`src/pwtb_pkg.sv`:
```
// constants, field layout and register map of the pwm time base
package pwtb_pkg;
    localparam int CNT_W = 15;
    localparam int ADDR_W = 8;
    // byte offsets of the registers
    localparam logic [ADDR_W-1:0] OFS_CTRL = 8'h00;
    localparam logic [ADDR_W-1:0] OFS_PERIOD = 8'h04;
    localparam logic [ADDR_W-1:0] OFS_COUNT = 8'h08;
    localparam logic [ADDR_W-1:0] OFS_SEVT = 8'h0c;
    localparam logic [ADDR_W-1:0] OFS_STATUS = 8'h10;
    localparam logic [ADDR_W-1:0] OFS_MASK = 8'h14;
    // control register fields and the count register direction bit
    localparam int CTRL_ON_BIT = 15;
    localparam int CTRL_POST_LSB = 4;
    localparam int CTRL_PRE_LSB = 2;
    localparam int CTRL_MODE_LSB = 0;
    localparam int DIR_BIT = 15;
    // status and mask bits
    localparam int STAT_W = 2;
    localparam int STAT_TB_BIT = 0;
    localparam int STAT_SEV_BIT = 1;
    // reset values
    localparam logic [CNT_W-1:0] COUNT_RST = 15'h0000;
    localparam logic [CNT_W-1:0] PERIOD_RST = 15'h0000;
    localparam logic [CNT_W-1:0] SEVT_RST = 15'h0000;
    localparam logic [1:0] MODE_RST = 2'h0;
    localparam logic [1:0] PRE_RST = 2'h0;
    localparam logic [3:0] POST_RST = 4'h0;
    localparam logic [STAT_W-1:0] STAT_RST = 2'h0;
    // prescaler terminal counts
    localparam int PRE_W = 6;
    localparam logic [PRE_W-1:0] PRE_LIM_1 = 6'h00;
    localparam logic [PRE_W-1:0] PRE_LIM_4 = 6'h03;
    localparam logic [PRE_W-1:0] PRE_LIM_16 = 6'h0f;
    localparam logic [PRE_W-1:0] PRE_LIM_64 = 6'h3f;
    localparam int POST_W = 4;

    typedef enum logic [1:0] {
        PWTB_FREE = 2'h0,
        PWTB_SINGLE = 2'h1,
        PWTB_UPDOWN = 2'h2,
        PWTB_DOUBLE = 2'h3
    } pwtb_mode_t;

    typedef enum logic [1:0] {
        PWTB_UP = 2'b01,
        PWTB_DOWN = 2'b10
    } pwtb_dir_t;
endpackage : pwtb_pkg

```
`src/pwtb_scale_if.sv`:
```
// link between the time base and one of its divide-by-n scalers
`timescale 1ns/10ps
`default_nettype none
interface pwtb_scale_if #(parameter int W = 4);
    logic ev;
    logic clr;
    logic [W-1:0] limit;
    logic hit;
    modport ctl (output ev, output clr, output limit, input hit);
    modport scl (input ev, input clr, input limit, output hit);
endinterface : pwtb_scale_if
`default_nettype wire

```
`src/pwtb_scaler.sv`:
```
// divide-by-(limit+1) event counter used as prescaler and postscaler
`timescale 1ns/10ps
`default_nettype none
module pwtb_scaler #(
    parameter int W = 4
) (
    // clock and reset
    input wire logic clock_in,
    input wire logic resetn_in,
    // scaler link
    pwtb_scale_if.scl sc
);
    logic [W-1:0] count_q;

    // clear outranks a coincident event so no stale hit escapes
    assign sc.hit = sc.ev && !sc.clr && (count_q == sc.limit);

    always_ff @(posedge clock_in) begin
        if (!resetn_in) begin
            count_q <= '0;
        end else if (sc.clr) begin
            count_q <= '0;
        end else if (sc.ev) begin
            if (count_q >= sc.limit) begin
                count_q <= '0;
            end else begin
                count_q <= count_q + {{(W-1){1'b0}}, 1'b1};
            end
        end
    end
endmodule : pwtb_scaler
`default_nettype wire

```
`src/pwtb_time_base.sv`:
```
// pwm time base: counter, scalers, event logic and ahb-lite register slave
`timescale 1ns/10ps
`default_nettype none
module pwtb_time_base (
    // clock and reset
    input wire logic clock_in,
    input wire logic resetn_in,
    // ahb-lite slave
    input wire logic hsel_in,
    input wire logic [31:0] haddr_in,
    input wire logic [1:0] htrans_in,
    input wire logic hwrite_in,
    input wire logic [2:0] hsize_in,
    input wire logic [31:0] hwdata_in,
    input wire logic hready_in,
    output logic [31:0] hrdata_out,
    output logic hreadyout_out,
    output logic hresp_out,
    // time base outputs
    output logic [14:0] count_value_out,
    output logic count_down_out,
    output logic special_event_out,
    output logic irq_out
);
    localparam int CW = pwtb_pkg::CNT_W;

    // bus state
    logic wr_pend_q;
    logic [pwtb_pkg::ADDR_W-1:0] wr_addr_q;
    logic [31:0] hrdata_q;
    logic [31:0] rd_mux;
    logic accept;
    logic wr_ctrl;
    logic wr_period;
    logic wr_count;
    logic wr_sevt;
    logic wr_status;
    logic wr_mask;

    // time base state
    logic [CW-1:0] count_q;
    logic [CW-1:0] period_q;
    logic [CW-1:0] sevt_q;
    pwtb_pkg::pwtb_dir_t dir_q;
    logic on_q;
    pwtb_pkg::pwtb_mode_t mode_q;
    logic [1:0] pre_sel_q;
    logic [3:0] post_sel_q;
    logic [pwtb_pkg::STAT_W-1:0] status_q;
    logic [pwtb_pkg::STAT_W-1:0] mask_q;
    logic [pwtb_pkg::STAT_W-1:0] stat_set;
    logic sev_q;
    logic irq_q;

    // event logic
    logic run;
    logic tick;
    logic match;
    logic at_zero;
    logic going_down;
    logic post_ev;
    logic direct_ev;
    logic tb_event;
    logic sev_hit;

    pwtb_scale_if #(.W(pwtb_pkg::PRE_W)) pre_if ();
    pwtb_scale_if #(.W(pwtb_pkg::POST_W)) post_if ();

    // ---------------- bus slave ----------------
    assign accept = hsel_in && htrans_in[1] && hready_in;
    assign wr_ctrl = wr_pend_q && (wr_addr_q == pwtb_pkg::OFS_CTRL);
    assign wr_period = wr_pend_q && (wr_addr_q == pwtb_pkg::OFS_PERIOD);
    assign wr_count = wr_pend_q && (wr_addr_q == pwtb_pkg::OFS_COUNT);
    assign wr_sevt = wr_pend_q && (wr_addr_q == pwtb_pkg::OFS_SEVT);
    assign wr_status = wr_pend_q && (wr_addr_q == pwtb_pkg::OFS_STATUS);
    assign wr_mask = wr_pend_q && (wr_addr_q == pwtb_pkg::OFS_MASK);

    always_ff @(posedge clock_in) begin
        if (!resetn_in) begin
            wr_pend_q <= 1'b0;
            wr_addr_q <= '0;
        end else begin
            wr_pend_q <= accept && hwrite_in;
            wr_addr_q <= haddr_in[pwtb_pkg::ADDR_W-1:0];
        end
    end

    always_comb begin
        rd_mux = 32'h0000_0000;
        case (haddr_in[pwtb_pkg::ADDR_W-1:0])
            pwtb_pkg::OFS_CTRL: begin
                rd_mux[pwtb_pkg::CTRL_ON_BIT] = on_q;
                rd_mux[pwtb_pkg::CTRL_POST_LSB +: 4] = post_sel_q;
                rd_mux[pwtb_pkg::CTRL_PRE_LSB +: 2] = pre_sel_q;
                rd_mux[pwtb_pkg::CTRL_MODE_LSB +: 2] = mode_q;
            end
            pwtb_pkg::OFS_PERIOD: rd_mux[CW-1:0] = period_q;
            pwtb_pkg::OFS_COUNT: begin
                rd_mux[CW-1:0] = count_q;
                rd_mux[pwtb_pkg::DIR_BIT] = (dir_q == pwtb_pkg::PWTB_DOWN);
            end
            pwtb_pkg::OFS_SEVT: rd_mux[CW-1:0] = sevt_q;
            pwtb_pkg::OFS_STATUS: rd_mux[pwtb_pkg::STAT_W-1:0] = status_q;
            pwtb_pkg::OFS_MASK: rd_mux[pwtb_pkg::STAT_W-1:0] = mask_q;
            default: rd_mux = 32'h0000_0000;
        endcase
    end

    // read data is captured at the address phase, so the slave never stalls
    always_ff @(posedge clock_in) begin
        if (!resetn_in) begin
            hrdata_q <= 32'h0000_0000;
        end else if (accept && !hwrite_in) begin
            hrdata_q <= rd_mux;
        end
    end

    assign hrdata_out = hrdata_q;
    assign hreadyout_out = 1'b1;
    assign hresp_out = 1'b0;

    // ---------------- scalers ----------------
    assign run = on_q && (period_q != pwtb_pkg::PERIOD_RST);

    assign pre_if.ev = run;
    assign pre_if.clr = wr_count || wr_ctrl;
    always_comb begin
        case (pre_sel_q)
            2'h0: pre_if.limit = pwtb_pkg::PRE_LIM_1;
            2'h1: pre_if.limit = pwtb_pkg::PRE_LIM_4;
            2'h2: pre_if.limit = pwtb_pkg::PRE_LIM_16;
            2'h3: pre_if.limit = pwtb_pkg::PRE_LIM_64;
            default: pre_if.limit = pwtb_pkg::PRE_LIM_1;
        endcase
    end
    assign tick = pre_if.hit;

    pwtb_scaler #(.W(pwtb_pkg::PRE_W)) u_prescale (
        .clock_in(clock_in),
        .resetn_in(resetn_in),
        .sc(pre_if.scl)
    );

    assign post_if.ev = post_ev;
    assign post_if.clr = wr_count || wr_ctrl;
    assign post_if.limit = post_sel_q;

    pwtb_scaler #(.W(pwtb_pkg::POST_W)) u_postscale (
        .clock_in(clock_in),
        .resetn_in(resetn_in),
        .sc(post_if.scl)
    );

    // ---------------- event decode ----------------
    assign match = (count_q == period_q);
    assign at_zero = (count_q == pwtb_pkg::COUNT_RST);
    assign going_down = (dir_q == pwtb_pkg::PWTB_DOWN);

    always_comb begin
        post_ev = 1'b0;
        direct_ev = 1'b0;
        case (mode_q)
            pwtb_pkg::PWTB_FREE: post_ev = tick && match;
            pwtb_pkg::PWTB_SINGLE: direct_ev = tick && match;
            pwtb_pkg::PWTB_UPDOWN: post_ev = tick && going_down && at_zero;
            pwtb_pkg::PWTB_DOUBLE: direct_ev = tick && ((going_down && at_zero) || (!going_down && match));
            default: post_ev = 1'b0;
        endcase
    end

    // tick is already gated by run, so a zero period yields no events
    assign tb_event = direct_ev || post_if.hit;
    assign sev_hit = tick && (count_q == sevt_q);

    // ---------------- counter ----------------
    always_ff @(posedge clock_in) begin
        if (!resetn_in) begin
            count_q <= pwtb_pkg::COUNT_RST;
        end else if (wr_count) begin
            count_q <= hwdata_in[CW-1:0];
        end else if (tick) begin
            case (mode_q)
                pwtb_pkg::PWTB_FREE, pwtb_pkg::PWTB_SINGLE: begin
                    count_q <= match ? pwtb_pkg::COUNT_RST : count_q + 15'h0001;
                end
                pwtb_pkg::PWTB_UPDOWN, pwtb_pkg::PWTB_DOUBLE: begin
                    if (!going_down) begin
                        count_q <= match ? count_q - 15'h0001 : count_q + 15'h0001;
                    end else begin
                        count_q <= at_zero ? count_q + 15'h0001 : count_q - 15'h0001;
                    end
                end
                default: count_q <= count_q;
            endcase
        end
    end

    always_ff @(posedge clock_in) begin
        if (!resetn_in) begin
            dir_q <= pwtb_pkg::PWTB_UP;
        end else if (tick) begin
            case (dir_q)
                pwtb_pkg::PWTB_UP: begin
                    if ((mode_q[1] == 1'b1) && match) begin
                        dir_q <= pwtb_pkg::PWTB_DOWN;
                    end
                end
                pwtb_pkg::PWTB_DOWN: begin
                    if ((mode_q[1] == 1'b0) || at_zero) begin
                        dir_q <= pwtb_pkg::PWTB_UP;
                    end
                end
                default: dir_q <= pwtb_pkg::PWTB_UP;
            endcase
        end
    end

    // ---------------- control registers ----------------
    always_ff @(posedge clock_in) begin
        if (!resetn_in) begin
            on_q <= 1'b0;
            mode_q <= pwtb_pkg::pwtb_mode_t'(pwtb_pkg::MODE_RST);
            pre_sel_q <= pwtb_pkg::PRE_RST;
            post_sel_q <= pwtb_pkg::POST_RST;
        end else if (wr_ctrl) begin
            on_q <= hwdata_in[pwtb_pkg::CTRL_ON_BIT];
            mode_q <= pwtb_pkg::pwtb_mode_t'(hwdata_in[pwtb_pkg::CTRL_MODE_LSB +: 2]);
            pre_sel_q <= hwdata_in[pwtb_pkg::CTRL_PRE_LSB +: 2];
            post_sel_q <= hwdata_in[pwtb_pkg::CTRL_POST_LSB +: 4];
        end else if (tick && match && (mode_q == pwtb_pkg::PWTB_SINGLE)) begin
            on_q <= 1'b0;
        end
    end

    // a zero period cannot be replaced while enabled; software must stop first
    always_ff @(posedge clock_in) begin
        if (!resetn_in) begin
            period_q <= pwtb_pkg::PERIOD_RST;
        end else if (wr_period && !(on_q && (period_q == pwtb_pkg::PERIOD_RST))) begin
            period_q <= hwdata_in[CW-1:0];
        end
    end

    always_ff @(posedge clock_in) begin
        if (!resetn_in) begin
            sevt_q <= pwtb_pkg::SEVT_RST;
        end else if (wr_sevt) begin
            sevt_q <= hwdata_in[CW-1:0];
        end
    end

    // ---------------- interrupts ----------------
    always_comb begin
        stat_set = '0;
        stat_set[pwtb_pkg::STAT_TB_BIT] = tb_event;
        stat_set[pwtb_pkg::STAT_SEV_BIT] = sev_hit;
    end

    // a new event in the clearing cycle survives the write-one-to-clear
    always_ff @(posedge clock_in) begin
        if (!resetn_in) begin
            status_q <= pwtb_pkg::STAT_RST;
        end else begin
            status_q <= (status_q & ~(wr_status ? hwdata_in[pwtb_pkg::STAT_W-1:0] : '0)) | stat_set;
        end
    end

    always_ff @(posedge clock_in) begin
        if (!resetn_in) begin
            mask_q <= pwtb_pkg::STAT_RST;
        end else if (wr_mask) begin
            mask_q <= hwdata_in[pwtb_pkg::STAT_W-1:0];
        end
    end

    always_ff @(posedge clock_in) begin
        if (!resetn_in) begin
            irq_q <= 1'b0;
            sev_q <= 1'b0;
        end else begin
            irq_q <= |(status_q & mask_q);
            sev_q <= sev_hit;
        end
    end

    assign count_value_out = count_q;
    // the down code is one-hot, so its high bit is the flag straight from the flop
    assign count_down_out = dir_q[1];
    assign special_event_out = sev_q;
    assign irq_out = irq_q;
endmodule : pwtb_time_base
`default_nettype wire

```
`config.mk`:
```
export PLATFORM = sky130hd
export DESIGN_NAME = pwtb_time_base
export DESIGN_NICKNAME = d
export VERILOG_FILES = /design/src/pwtb_pkg.sv /design/src/pwtb_scale_if.sv /design/src/pwtb_scaler.sv /design/src/pwtb_time_base.sv
export SDC_FILE = /design/constraint.sdc
export NUM_CORES = 1
export LEC_CHECK = 0
export BUFFER_PORTS_ARGS = -buffer_cell sky130_fd_sc_hd__buf_2
export CORE_AREA = 2 2 107 109
export DETAILED_ROUTE_END_ITERATION = 7
export DIE_AREA = 0 0 109 111
export PLACE_DENSITY_LB_ADDON = 0.12
export SLEW_MARGIN = 20
export SYNTH_ARGS = -nofsm -noshare
export SYNTH_HDL_FRONTEND = slang
export SYNTH_HIERARCHICAL = 1
export SYNTH_SLANG_ARGS = --single-unit
```
`constraint.sdc`:
```
create_clock -name clock_in -period 3.05 [get_ports clock_in]
set_input_delay 0.61 -clock clock_in [delete_from_list [all_inputs] [get_ports clock_in]]
set_output_delay 0.61 -clock clock_in [all_outputs]
set_load 0.05 [all_outputs]
```
==> impl_metrics.json, run 1 <==
{
  "worst_path_max_delay_cell": "dfxtp_1",
  "timing.reg2reg.worst_path_depth": 11,
  "finalNetCount": 837,
  "hold_path_class": "flop to flop",
  "core.rowCount": 39,
  "netlist_instances": 697,
  "post_cts.repair.setup_buffers": 0,
  "placed_cells_incl_taps": 880,
  "final_hold_viol_count": 0,
  "portBuffers": 63,
  "postLayoutCellArea_um2": 6660,
  "p_clk_frac": 0.450,
  "run_status": "finished clean",
  "clk_pin_slew_worst_paths_ns": 0.07,
  "setup_violations": 0,
  "timing.hold.worst_endpoint": "hrdata_out[14]",
  "detailedRoute.firstPassIterationCount": 5,
  "cts_htree_levels": 3,
  "final.min_clock_period_ns": 2.70,
  "yosysSeqAreaShare": 0.326,
  "floorplan.io_pins": 126,
  "fin_skew_ns": 0.00546,
  "critical_path.startpoint_type": "flop",
  "arrival_time_at_the_worst_endpoint_ns": 2.98,
  "pwr-share-comb": 0.064,
  "cap_viol_max_count": 0,
  "synth.cell_area_um2": 5950,
  "intPower_mw": 1.98,
  "setup_repair_after_global_routing_missed_its_margin": "no",
  "totalNegativeSetupSlack_ns": 0,
  "synth_warnings": 6,
  "detail_route.wl_per_cell_um": 18.2,
  "largest_net_degree_at_the_start_of_global_routing": 42,
  "clock_tree_from_tritoncts": "built",
  "cts_hold_buf": 0,
  "min_path_cells": 2,
  "placement_cell_area_um2": 6350,
  "yosys_most_used_dff": "dfxtp_1",
  "power_switching_share": 0.246,
  "timing.final.max_slew_violations": 0,
  "worst_slew_margin_rel": 0.526,
  "worst_hold_startpoint": "hrdata_out[14]",
  "critPathCaptureType": "flop",
  "reg2reg_slack_ns": 0.35,
  "clk_latency_ns": 0.35,
  "drcViolationCount": 0,
  "first_iter_violations": 331,
  "power_switching_mw": 0.649,
  "dieHeight_um": 111,
  "powerDensity_nw_per_um2": 395,
  "clock_sink_count": 97,
  "worst_slew_pin_slew_ns": 0.711,
  "design.die.area_um2": 12100,
  "timing.critical_path.fanout_max": 6,
  "synthesis.area_per_instance_um2": 8.54,
  "root_buffer": "clkbuf_16",
  "cts_resized": 0,
  "synth_enable_flop_cells": 0,
  "critPathBufInv": 2,
  "grt-ovfl-total": 0,
  "grt_pass1_wl_mm": 26.2,
  "power_leakage_nw": 2.67,
  "numCtsBuffers": 9,
  "async_flop_share": 0,
  "dp.final_hpwl_mm": 11.9,
  "sequential_power_share": 0.486,
  "worst_path_most_repeated_cell": "and2_1",
  "final_layout_size_suffix_gt1_frac": 0.206,
  "detail_route.wirelength_mm": 16.3,
  "crit_path_cell_trace": "and2_1, inv_1, ha_1, and4_4, nand3_2, nor3b_2, clkinv_1, nor2_1, and2_1, nand2_1, o21ai_1",
  "number_of_global_route_vias_before_repair": 4999,
  "cpPeakStageDelay_ns": 0.42,
  "ys_seq_elements": 97,
  "timing.rr.start": "pre_sel_q[1]",
  "max_freq_ghz": 0.371,
  "postRouteAntennaNets": 0,
  "synthDistinctLibCells": 74,
  "grt_antenna_before_repair": 0,
  "finalNonFillerCells": 896,
  "gp_congestion": 0.852,
  "detail_route.vias_per_cell": 5.79,
  "vdd_drop_max_mv": 0.288,
  "timing_worst_setup_path_type": "flop to flop",
  "syn_to_final_growth_pct": 11.9,
  "start_util": 0.537,
  "cts-root-to-sink-buffers": 2,
  "core_region_area_um2": 11100,
  "min_period_over_period": 0.885,
  "r2r_end": "count_value_out[11]",
  "crit_required_ns": 3.33,
  "path_delay_family": "simple AND/OR/NAND/NOR gates",
  "diodes": 0,
  "grt_use_total": 0.279,
  "route.vias.total": 5190,
  "fp.dieW_um": 109
}
[power groups by stage]
| stage | combinational (mW) | sequential [mW] | clock (mW) |
|---|---|---|---|
| 2_1_floorplan | 0.133 | 1.31 | 0 |
| 3_3_place_gp | 0.164 | 1.31 | 0 |
| 3_5_place_dp | 0.165 | 1.31 | 0 |
| 4_1_cts | 0.166 | 1.28 | 1.19 |
| 5_1_grt | 0.178 | 1.28 | 1.25 |
| 6_report | 0.168 | 1.28 | 1.18 |
[per-layer routing]
metal  part of all wire  vias up  global-route usage
li1                   -     2497                   -
met1               0.44     2519               0.368
met2               0.50      152               0.470
met3              0.045       22              0.0341
met4              0.020        0              0.0923
met5                  0        -                   0
[kinds of logic after synthesis]
group,synth area share
adder cells (fa/ha/maj),0.0315
AO/OA/AOI/OAI,0.150
multiplexers,0.0826
AND/OR/NAND/NOR,0.244
XOR/XNOR,0.0897
buffers and inverters,0.0744
flip-flops,0.326
other,0.00126
[registers in the layout (all words and copies together) (netlist names), 2 cells and up]
| signal | count |
|---|---|
| mode_q | 2 |
| post_if.limit | 4 |
| u_postscale/count_q | 4 |
| sevt_q | 15 |
| mask_q | 2 |
| count_value_out | 15 |
| wr_addr_q | 8 |
| dir_q | 2 |
| hrdata_out | 16 |
| u_prescale/count_q | 6 |
| period_q | 15 |
| status_q | 2 |
| pre_sel_q | 2 |
[cells in the mapped netlist, types with 15 or more instances]
| cell type | count | area (µm²) |
|---|---|---|
| a21boi_0 | 27 | 203 |
| dfxtp_1 | 97 | 1940 |
| ha_1 | 15 | 188 |
| buf_4 | 19 | 143 |
| xnor2_1 | 27 | 236 |
| o21ai_0 | 26 | 130 |
| inv_1 | 21 | 78.8 |
| mux2i_1 | 21 | 210 |
| nor2_1 | 32 | 120 |
| nand3_1 | 17 | 85.1 |
| nand2_1 | 104 | 390 |
| clkbuf_1 | 24 | 90.1 |
| nor2b_1 | 25 | 156 |
| xor2_1 | 34 | 298 |
[how the worst max path moves through the flow]
stage,endpoint,depth (start not counted),start,slack [ns]
after global routing,count_value_out[11],11,pre_sel_q[1],0.14
final,count_value_out[11],11,pre_sel_q[1],0.35
after detailed placement,count_value_out[11],11,pre_sel_q[1],0.40
after global placement,count_value_out[11],11,pre_sel_q[1],0.43
after floorplan,u_postscale/count_q[3],12,pre_sel_q[1],0.49
after CTS,u_postscale/count_q[3],12,pre_sel_q[1],0.37
[placed cells by master, fill, tap and decap left out, types with 3 or more instances in the layout]
cell type,Yosys,routed
conb_1,2,18
nand3_1,17,17
a21boi_0,27,27
nand2_1,104,104
inv_1,21,21
ha_1,15,15
nand4_1,13,13
buf_4,19,26
a22oi_1,9,9
and3_1,4,4
dfxtp_1,97,97
nor3_1,6,6
xnor2_1,27,27
nand2b_1,8,8
mux2i_1,21,21
nor2_1,32,32
mux4_2,7,7
nor4_2,2,3
and4_1,3,3
xor2_1,34,34
clkbuf_16,0,9
and2_1,13,13
nor4_4,3,3
a211oi_2,3,3
a31oi_1,9,9
nor2b_1,25,25
mux2_2,11,11
nor4_1,11,10
a21oi_1,13,13
buf_2,12,63
o211ai_1,9,9
nor3b_1,4,3
or3_1,8,8
o21ai_0,26,26
[area by class of cell]
type                            count  area, µm²
Fill cell                        1003       4420
Multi-Input combinational cell    529       3640
Sequential cell                    97       1940
Timing Repair Buffer               89        510
Clock buffer                       11        243
Tap cell                          143        179
Inverter                           22       82.6
Clock inverter                      5       63.8
[tightest hold or removal path, stage by stage (launching register included)]
cell and delay (ns):
dfxtp_1 0.33, nand2_1 0.04, o21ai_0 0.05
[stage by stage]
stage / power (mW) / setup WS [ns] / util / hold WS [ns]
floorplan: 1.44 / 0.495 / - / 0.451
global placement: 1.47 / 0.428 / 0.574 / 0.435
detailed placement: 1.47 / 0.401 / 0.574 / 0.441
CTS: 2.64 / 0.369 / 0.601 / 0.457
global route: 2.71 / 0.143 / 0.601 / 0.475
finish: 2.63 / 0.351 / 0.601 / 0.452
Power figures use the tool's default switching activity.
==> run 2: changes to the inputs <==
CORE_AREA = 2 2 106 108   (was 2 2 107 109)
CTS_BUF_LIST = sky130_fd_sc_hd__clkbuf_8   (was default)
DIE_AREA = 0 0 108 110   (was 0 0 109 111)
RECOVER_POWER = 25   (was default)
==> run 2 against run 1 <==
Against the previous run:
- die area fell by 1.8%
- fmax fell by 2.4%
- design area fell by 0.96%
==> impl_metrics.json, run 2 (synthesized netlist as in run 1, its figures left out) <==
{
  "first_iter_violations": 410,
  "final_hold_viol_count": 0,
  "detail_route.wl_per_cell_um": 18.2,
  "hold_path_class": "input port to flop",
  "number_of_global_route_vias_before_repair": 4887,
  "diodes": 0,
  "power_switching_share": 0.250,
  "reg2reg_slack_ns": 0.28,
  "power_leakage_nw": 2.57,
  "core.rowCount": 38,
  "worst_slew_pin_slew_ns": 1.33,
  "detailedRoute.firstPassIterationCount": 5,
  "fin_skew_ns": 0.0152,
  "route.vias.total": 5195,
  "core_region_area_um2": 10700,
  "finalNetCount": 843,
  "dieHeight_um": 110,
  "totalNegativeSetupSlack_ns": 0,
  "detail_route.wirelength_mm": 16.4,
  "detail_route.vias_per_cell": 5.78,
  "largest_register_ff_count": 16,
  "clk_latency_ns": 0.40,
  "max_freq_ghz": 0.362,
  "timing.reg2reg.worst_path_depth": 11,
  "cts-root-to-sink-buffers": 2,
  "worst_hold_startpoint": "haddr_in[6]",
  "grt-ovfl-total": 0,
  "pwr-share-comb": 0.066,
  "floorplan.io_pins": 126,
  "mostFrequentLayoutCell": "nand2_1",
  "design.die.area_um2": 11900,
  "postRouteAntennaNets": 0,
  "sequential_power_share": 0.508,
  "clk_pin_slew_worst_paths_ns": 0.11,
  "post-route-worst-setup-slack_ns": 0.284,
  "timing.rr.start": "pre_sel_q[1]",
  "critical_path.startpoint_type": "flop",
  "p_clk_frac": 0.426,
  "clock_sink_count": 97,
  "cts_hold_buf": 0,
  "fillerInstances": 995,
  "powerDensity_nw_per_um2": 382,
  "arrival_time_at_the_worst_endpoint_ns": 3.11,
  "critPathCaptureType": "flop",
  "timing.hold.worst_endpoint": "wr_addr_q[6]",
  "cts_resized": 0,
  "gp_congestion": 0.951,
  "final_layout_size_suffix_gt1_frac": 0.183,
  "syn_to_final_growth_pct": 10.8,
  "final.min_clock_period_ns": 2.77,
  "cts_htree_levels": 3,
  "grt_pass1_wl_mm": 26.0,
  "fp.dieW_um": 108,
  "setup_violations": 0,
  "vdd_drop_max_mv": 0.256,
  "drcViolationCount": 0,
  "intPower_mw": 1.89,
  "timing_worst_setup_path_type": "flop to flop",
  "grt_antenna_before_repair": 0,
  "worst_slew_margin_rel": 0.115,
  "start_util": 0.556,
  "min_period_over_period": 0.907,
  "largest_net_degree_at_the_start_of_global_routing": 34,
  "setup_repair_after_global_routing_missed_its_margin": "no",
  "portBuffers": 63,
  "post_cts.repair.setup_buffers": 0,
  "r2r_end": "status_q[1]",
  "clock_tree_from_tritoncts": "built",
  "min_path_cells": 2,
  "numCtsBuffers": 9,
  "run_status": "finished clean",
  "crit_required_ns": 3.39,
  "power_switching_mw": 0.630,
  "root_buffer": "clkbuf_8",
  "mostFrequentLayoutCells": "nand2_1 (104), dfxtp_1 (97), buf_2 (43)",
  "grt_use_total": 0.290,
  "timing.final.max_slew_violations": 0,
  "timing.critical_path.fanout_max": 19,
  "dp.final_hpwl_mm": 12.2,
  "cap_viol_max_count": 0,
  "place_ws_ns": 0.371
}
-- run 2: cell types whose count changed in the layout (fill, tap and decap cells not counted), sizes merged --
cell      delta
buf         -15
bufinv       +2
clkbuf      +20
clkinv       -3
clkinvlp     +2
-- run 2: worst max-delay path, stage by stage, from the launching register on --
cell,delay [ns]
dfxtp_1,0.42
and2_1,0.18
inv_1,0.05
ha_1,0.32
and4_4,0.25
nand3_2,0.12
nor3b_2,0.24
buf_4,0.29
nand4_1,0.12
nor4_1,0.42
buf_4,0.21
a31o_2,0.09
-- run 2: final cells by class --
type | instances | area [µm²] | area share
multi-input combinational | 529 | 3620 | 0.549
sequential | 97 | 1940 | 0.294
timing repair buffer | 95 | 527 | 0.0799
tap | 140 | 175 | 0.0266
clock buffer | 10 | 138 | 0.0209
clock inverter | 6 | 114 | 0.0173
inverter | 22 | 82.6 | 0.0125
-- run 2: stage by stage --
stage	hold WS (ns)	area, µm²	std cells	power (mW)	utilization
after floorplan	0.451	6010	713	1.44	-
after global placement	0.435	6390	883	1.47	0.597
after detailed placement	0.442	6390	883	1.47	0.597
after CTS	0.403	6640	899	2.53	0.621
after global routing	0.411	6600	899	2.59	0.617
final	0.412	6600	899	2.52	0.617
-- run 2: power by group through the flow --
stage | registers (mW) | logic [mW] | clock network, mW
floorplan | 1.31 | 0.133 | 0
global placement | 1.31 | 0.164 | 0
global route | 1.28 | 0.177 | 1.13
finish | 1.28 | 0.166 | 1.07
detailed placement | 1.31 | 0.166 | 0
CTS | 1.28 | 0.167 | 1.08
-- run 2: metal layers --
metal | up-vias | GRT usage | share of wire
li1 | 2496 | - | -
met1 | 2478 | 0.363 | 0.43
met2 | 169 | 0.476 | 0.48
met3 | 52 | 0.0564 | 0.053
met4 | 0 | 0.150 | 0.041
met5 | - | 0 | 0
-- run 2: worst max path at each step --
stage | cells past startpoint | startpoint | slack, ns | end
after floorplan | 12 | pre_sel_q[1] | 0.49 | u_postscale/count_q[3]
after global placement | 13 | pre_sel_q[1] | 0.35 | status_q[0]
after detailed placement | 11 | pre_sel_q[1] | 0.37 | status_q[1]
after CTS | 11 | pre_sel_q[1] | 0.34 | status_q[1]
after global routing | 13 | pre_sel_q[1] | 0.10 | status_q[0]
final | 11 | pre_sel_q[1] | 0.28 | status_q[1]
==> run 3: changes to the inputs <==
ABC_AREA = 1   (was default)
CORE_AREA = 2 2 112 114   (was 2 2 106 108)
DIE_AREA = 0 0 114 116   (was 0 0 108 110)
clock period = 2.2 ns   (was 3.05 ns; I/O delays follow)
==> run 3 against run 2 <==
Against the previous run:
- total power grew 30%
- sequential power grew 38%
- global-route usage grew 1.1 points
- non-clock buffer count grew 62
- fmax grew 26%
- register-to-register slack lost 0.28 ns
- highest routed layer unchanged
==> impl_metrics.json, run 3 <==
{
  "root_buffer": "clkbuf_8",
  "final_core_util": 0.636,
  "hold_path_class": "input port to flop",
  "synth_warnings": 6,
  "cts_htree_levels": 3,
  "cts_hold_buf": 0,
  "critical_path.startpoint_type": "flop",
  "timing_worst_setup_path_type": "flop to flop",
  "detailedRoute.firstPassIterationCount": 5,
  "worst_hold_startpoint": "haddr_in[0]",
  "yosys.area_share.xor_xnor": 0.0400,
  "diodes": 0,
  "min_period_over_period": 0.998,
  "detail_route.vias_per_cell": 5.33,
  "drcViolationCount": 0,
  "route.vias.total": 6386,
  "core_region_area_um2": 11900,
  "arrival_time_at_the_worst_endpoint_ns": 2.49,
  "grt-ovfl-total": 0,
  "vdd_drop_max_mv": 0.399,
  "yosys_most_used_dff": "dfxtp_1",
  "setup_violations": 0,
  "fillerInstances": 1144,
  "setup_repair_after_global_routing_missed_its_margin": "yes",
  "synthMuxAreaShare": 0.00163,
  "start_util": 0.515,
  "cpPeakStageDelay_ns": 0.37,
  "seqCellArea_um2": 1970,
  "synthDistinctLibCells": 49,
  "area_fraction_in_compound_gates_after_synthesis": 0.136,
  "floorplan.io_pins": 126,
  "mostFrequentLayoutCells": "nand2_1 (223), nor2_1 (100), inv_1 (96)",
  "critical_path.startpoint": "pre_sel_q[1]",
  "cts-root-to-sink-buffers": 2,
  "core.rowCount": 40,
  "worst_slew_pin_slew_ns": 0.618,
  "synthSimpleGateAreaFrac": 0.340,
  "final.min_clock_period_ns": 2.20,
  "largest_register_ff_count": 16,
  "finalNetCount": 1136,
  "synth_commonest_cells": "nand2_1 (233), inv_1 (109), nor2_1 (104)",
  "design.die.area_um2": 13200,
  "power_leakage_nw": 3.52,
  "powerDensity_nw_per_um2": 431,
  "synth_top_cells_by_area": "dfxtp_1 (32%), nand2_1 (14%), inv_1 (6.7%)",
  "clk_latency_ns": 0.39,
  "yosysTopAreaCellShare": 0.316,
  "multi_input_area_um2": 3710,
  "final_layout_size_suffix_gt1_frac": 0.272,
  "clk_pin_slew_worst_paths_ns": 0.10,
  "clock_tree_from_tritoncts": "built",
  "portBuffers": 63,
  "timing.critical_path.fanout_max": 7,
  "grt_pass1_wl_mm": 30.3,
  "detail_route.wirelength_mm": 19.6,
  "mostFrequentLayoutCell": "nand2_1",
  "synth.cell_area_um2": 6140,
  "worst_slew_margin_rel": 0.584,
  "ys_seq_elements": 97,
  "number_of_global_route_vias_before_repair": 5649,
  "run_status": "finished clean",
  "fin_skew_ns": 0.00867,
  "grt_antenna_before_repair": 0,
  "dieHeight_um": 116,
  "netlist_instances": 917,
  "postRouteAntennaNets": 0,
  "timing.rr.start": "pre_sel_q[1]",
  "detail_route.wl_per_cell_um": 16.3,
  "numCtsBuffers": 9,
  "cap_viol_max_count": 0,
  "gp_congestion": 0.979,
  "dp.final_hpwl_mm": 14.5,
  "yosysSeqAreaShare": 0.316,
  "async_flop_share": 0,
  "clock_sink_count": 97,
  "timing.final.max_slew_violations": 0,
  "grt_use_total": 0.301,
  "max_freq_ghz": 0.456,
  "crit_required_ns": 2.50,
  "synth_top_family_by_area": "simple AND/OR/NAND/NOR gates",
  "worst_path_max_delay_cell": "dfxtp_2",
  "path_delay_family": "simple AND/OR/NAND/NOR gates",
  "critPathCaptureType": "flop",
  "totalNegativeSetupSlack_ns": 0,
  "synth.largest_area_cell": "dfxtp_1",
  "synthesis.area_per_instance_um2": 6.69,
  "largest_net_degree_at_the_start_of_global_routing": 48,
  "dominant_cell_by_count_in_the_synthesized_netlist": "nand2_1",
  "first_iter_violations": 477,
  "final_hold_viol_count": 0,
  "syn_to_final_growth_pct": 23.3,
  "crit_path_cell_trace": "nand2_2, inv_2, inv_2, ha_4, nand2_4, nor2_4, nand3_2, nor2_4, inv_4, buf_4, buf_6, nand2_8, buf_12, o221ai_1, a31oi_1",
  "fp.dieW_um": 114,
  "critPathBufInv": 6,
  "synth-adder-area-share": 0.0306,
  "synth_enable_flop_cells": 0
}
[run 3: tightest hold or removal path, stage by stage]
cell	delay, ns
buf_2	0.08
nand2_1	0.04
inv_1	0.04
[run 3: area by class of cell]
type | count | share of cell area
Clock inverter | 6 | 0.00777
Clock buffer | 10 | 0.0182
Sequential cell | 97 | 0.260
Timing Repair Buffer | 157 | 0.140
Inverter | 119 | 0.0593
Multi-Input combinational cell | 663 | 0.490
Tap cell | 147 | 0.0243
[run 3: cells by family (layout without fill, tap and decap cells)]
logic type / after synthesis / in the layout
other: 2 / 18
AO/OA/AOI/OAI: 141 / 141
XOR/XNOR: 28 / 28
AND/OR/NAND/NOR: 460 / 460
flip-flops: 97 / 97
buffers and inverters: 173 / 292
adder cells (fa/ha/maj): 15 / 15
multiplexers: 1 / 1
[run 3: final timing paths]
| kind | to | slack (ns) | cells past startpoint |
|---|---|---|---|
| setup / recovery | count_value_out[5] | 0.005 | 15 |
| hold / removal | wr_addr_q[0] | 0.24 | 3 |
| setup reg to reg | count_value_out[5] | 0.005 | 15 |
| hold reg to reg | hrdata_out[9] | 0.47 | 2 |
[run 3: layer usage]
metal  wire length (µm)  global-route usage  up-vias
met5                  0                   0        -
met1               8910               0.425     2934
met3               1640              0.0497       37
met4                586               0.121        0
met2               8440               0.458      246
li1                   -                   -     3169
[run 3: timing repair]
action / 4_1_cts / 5_1_grt
gates resized for setup: 39 / 47
cloned: 0 / 1
setup buffers: 5 / 5
setup endpoints to repair: 9 / 22
pin swaps: 18 / 22
[run 3: where the power goes]
group	leakage, nW	internal, mW	total (mW)	switching [mW]
registers	0.795	1.76	1.77	0.00785
logic	2.62	0.0685	0.283	0.214
clock network	0.105	0.551	1.21	0.659
[run 3: stage by stage]
step                power, mW  setup WS [ns]  std cells  instance area [µm²]  hold slack (ns)
floorplan                2.01        0.00412        933                 6250            0.438
global placement         2.08         -0.174       1173                 7010            0.450
detailed placement       2.08         -0.191       1173                 7010            0.453
CTS                      3.29        -0.0461       1194                 7410            0.220
global route             3.38        -0.0761       1199                 7570            0.235
finish                   3.27        0.00497       1199                 7570            0.236
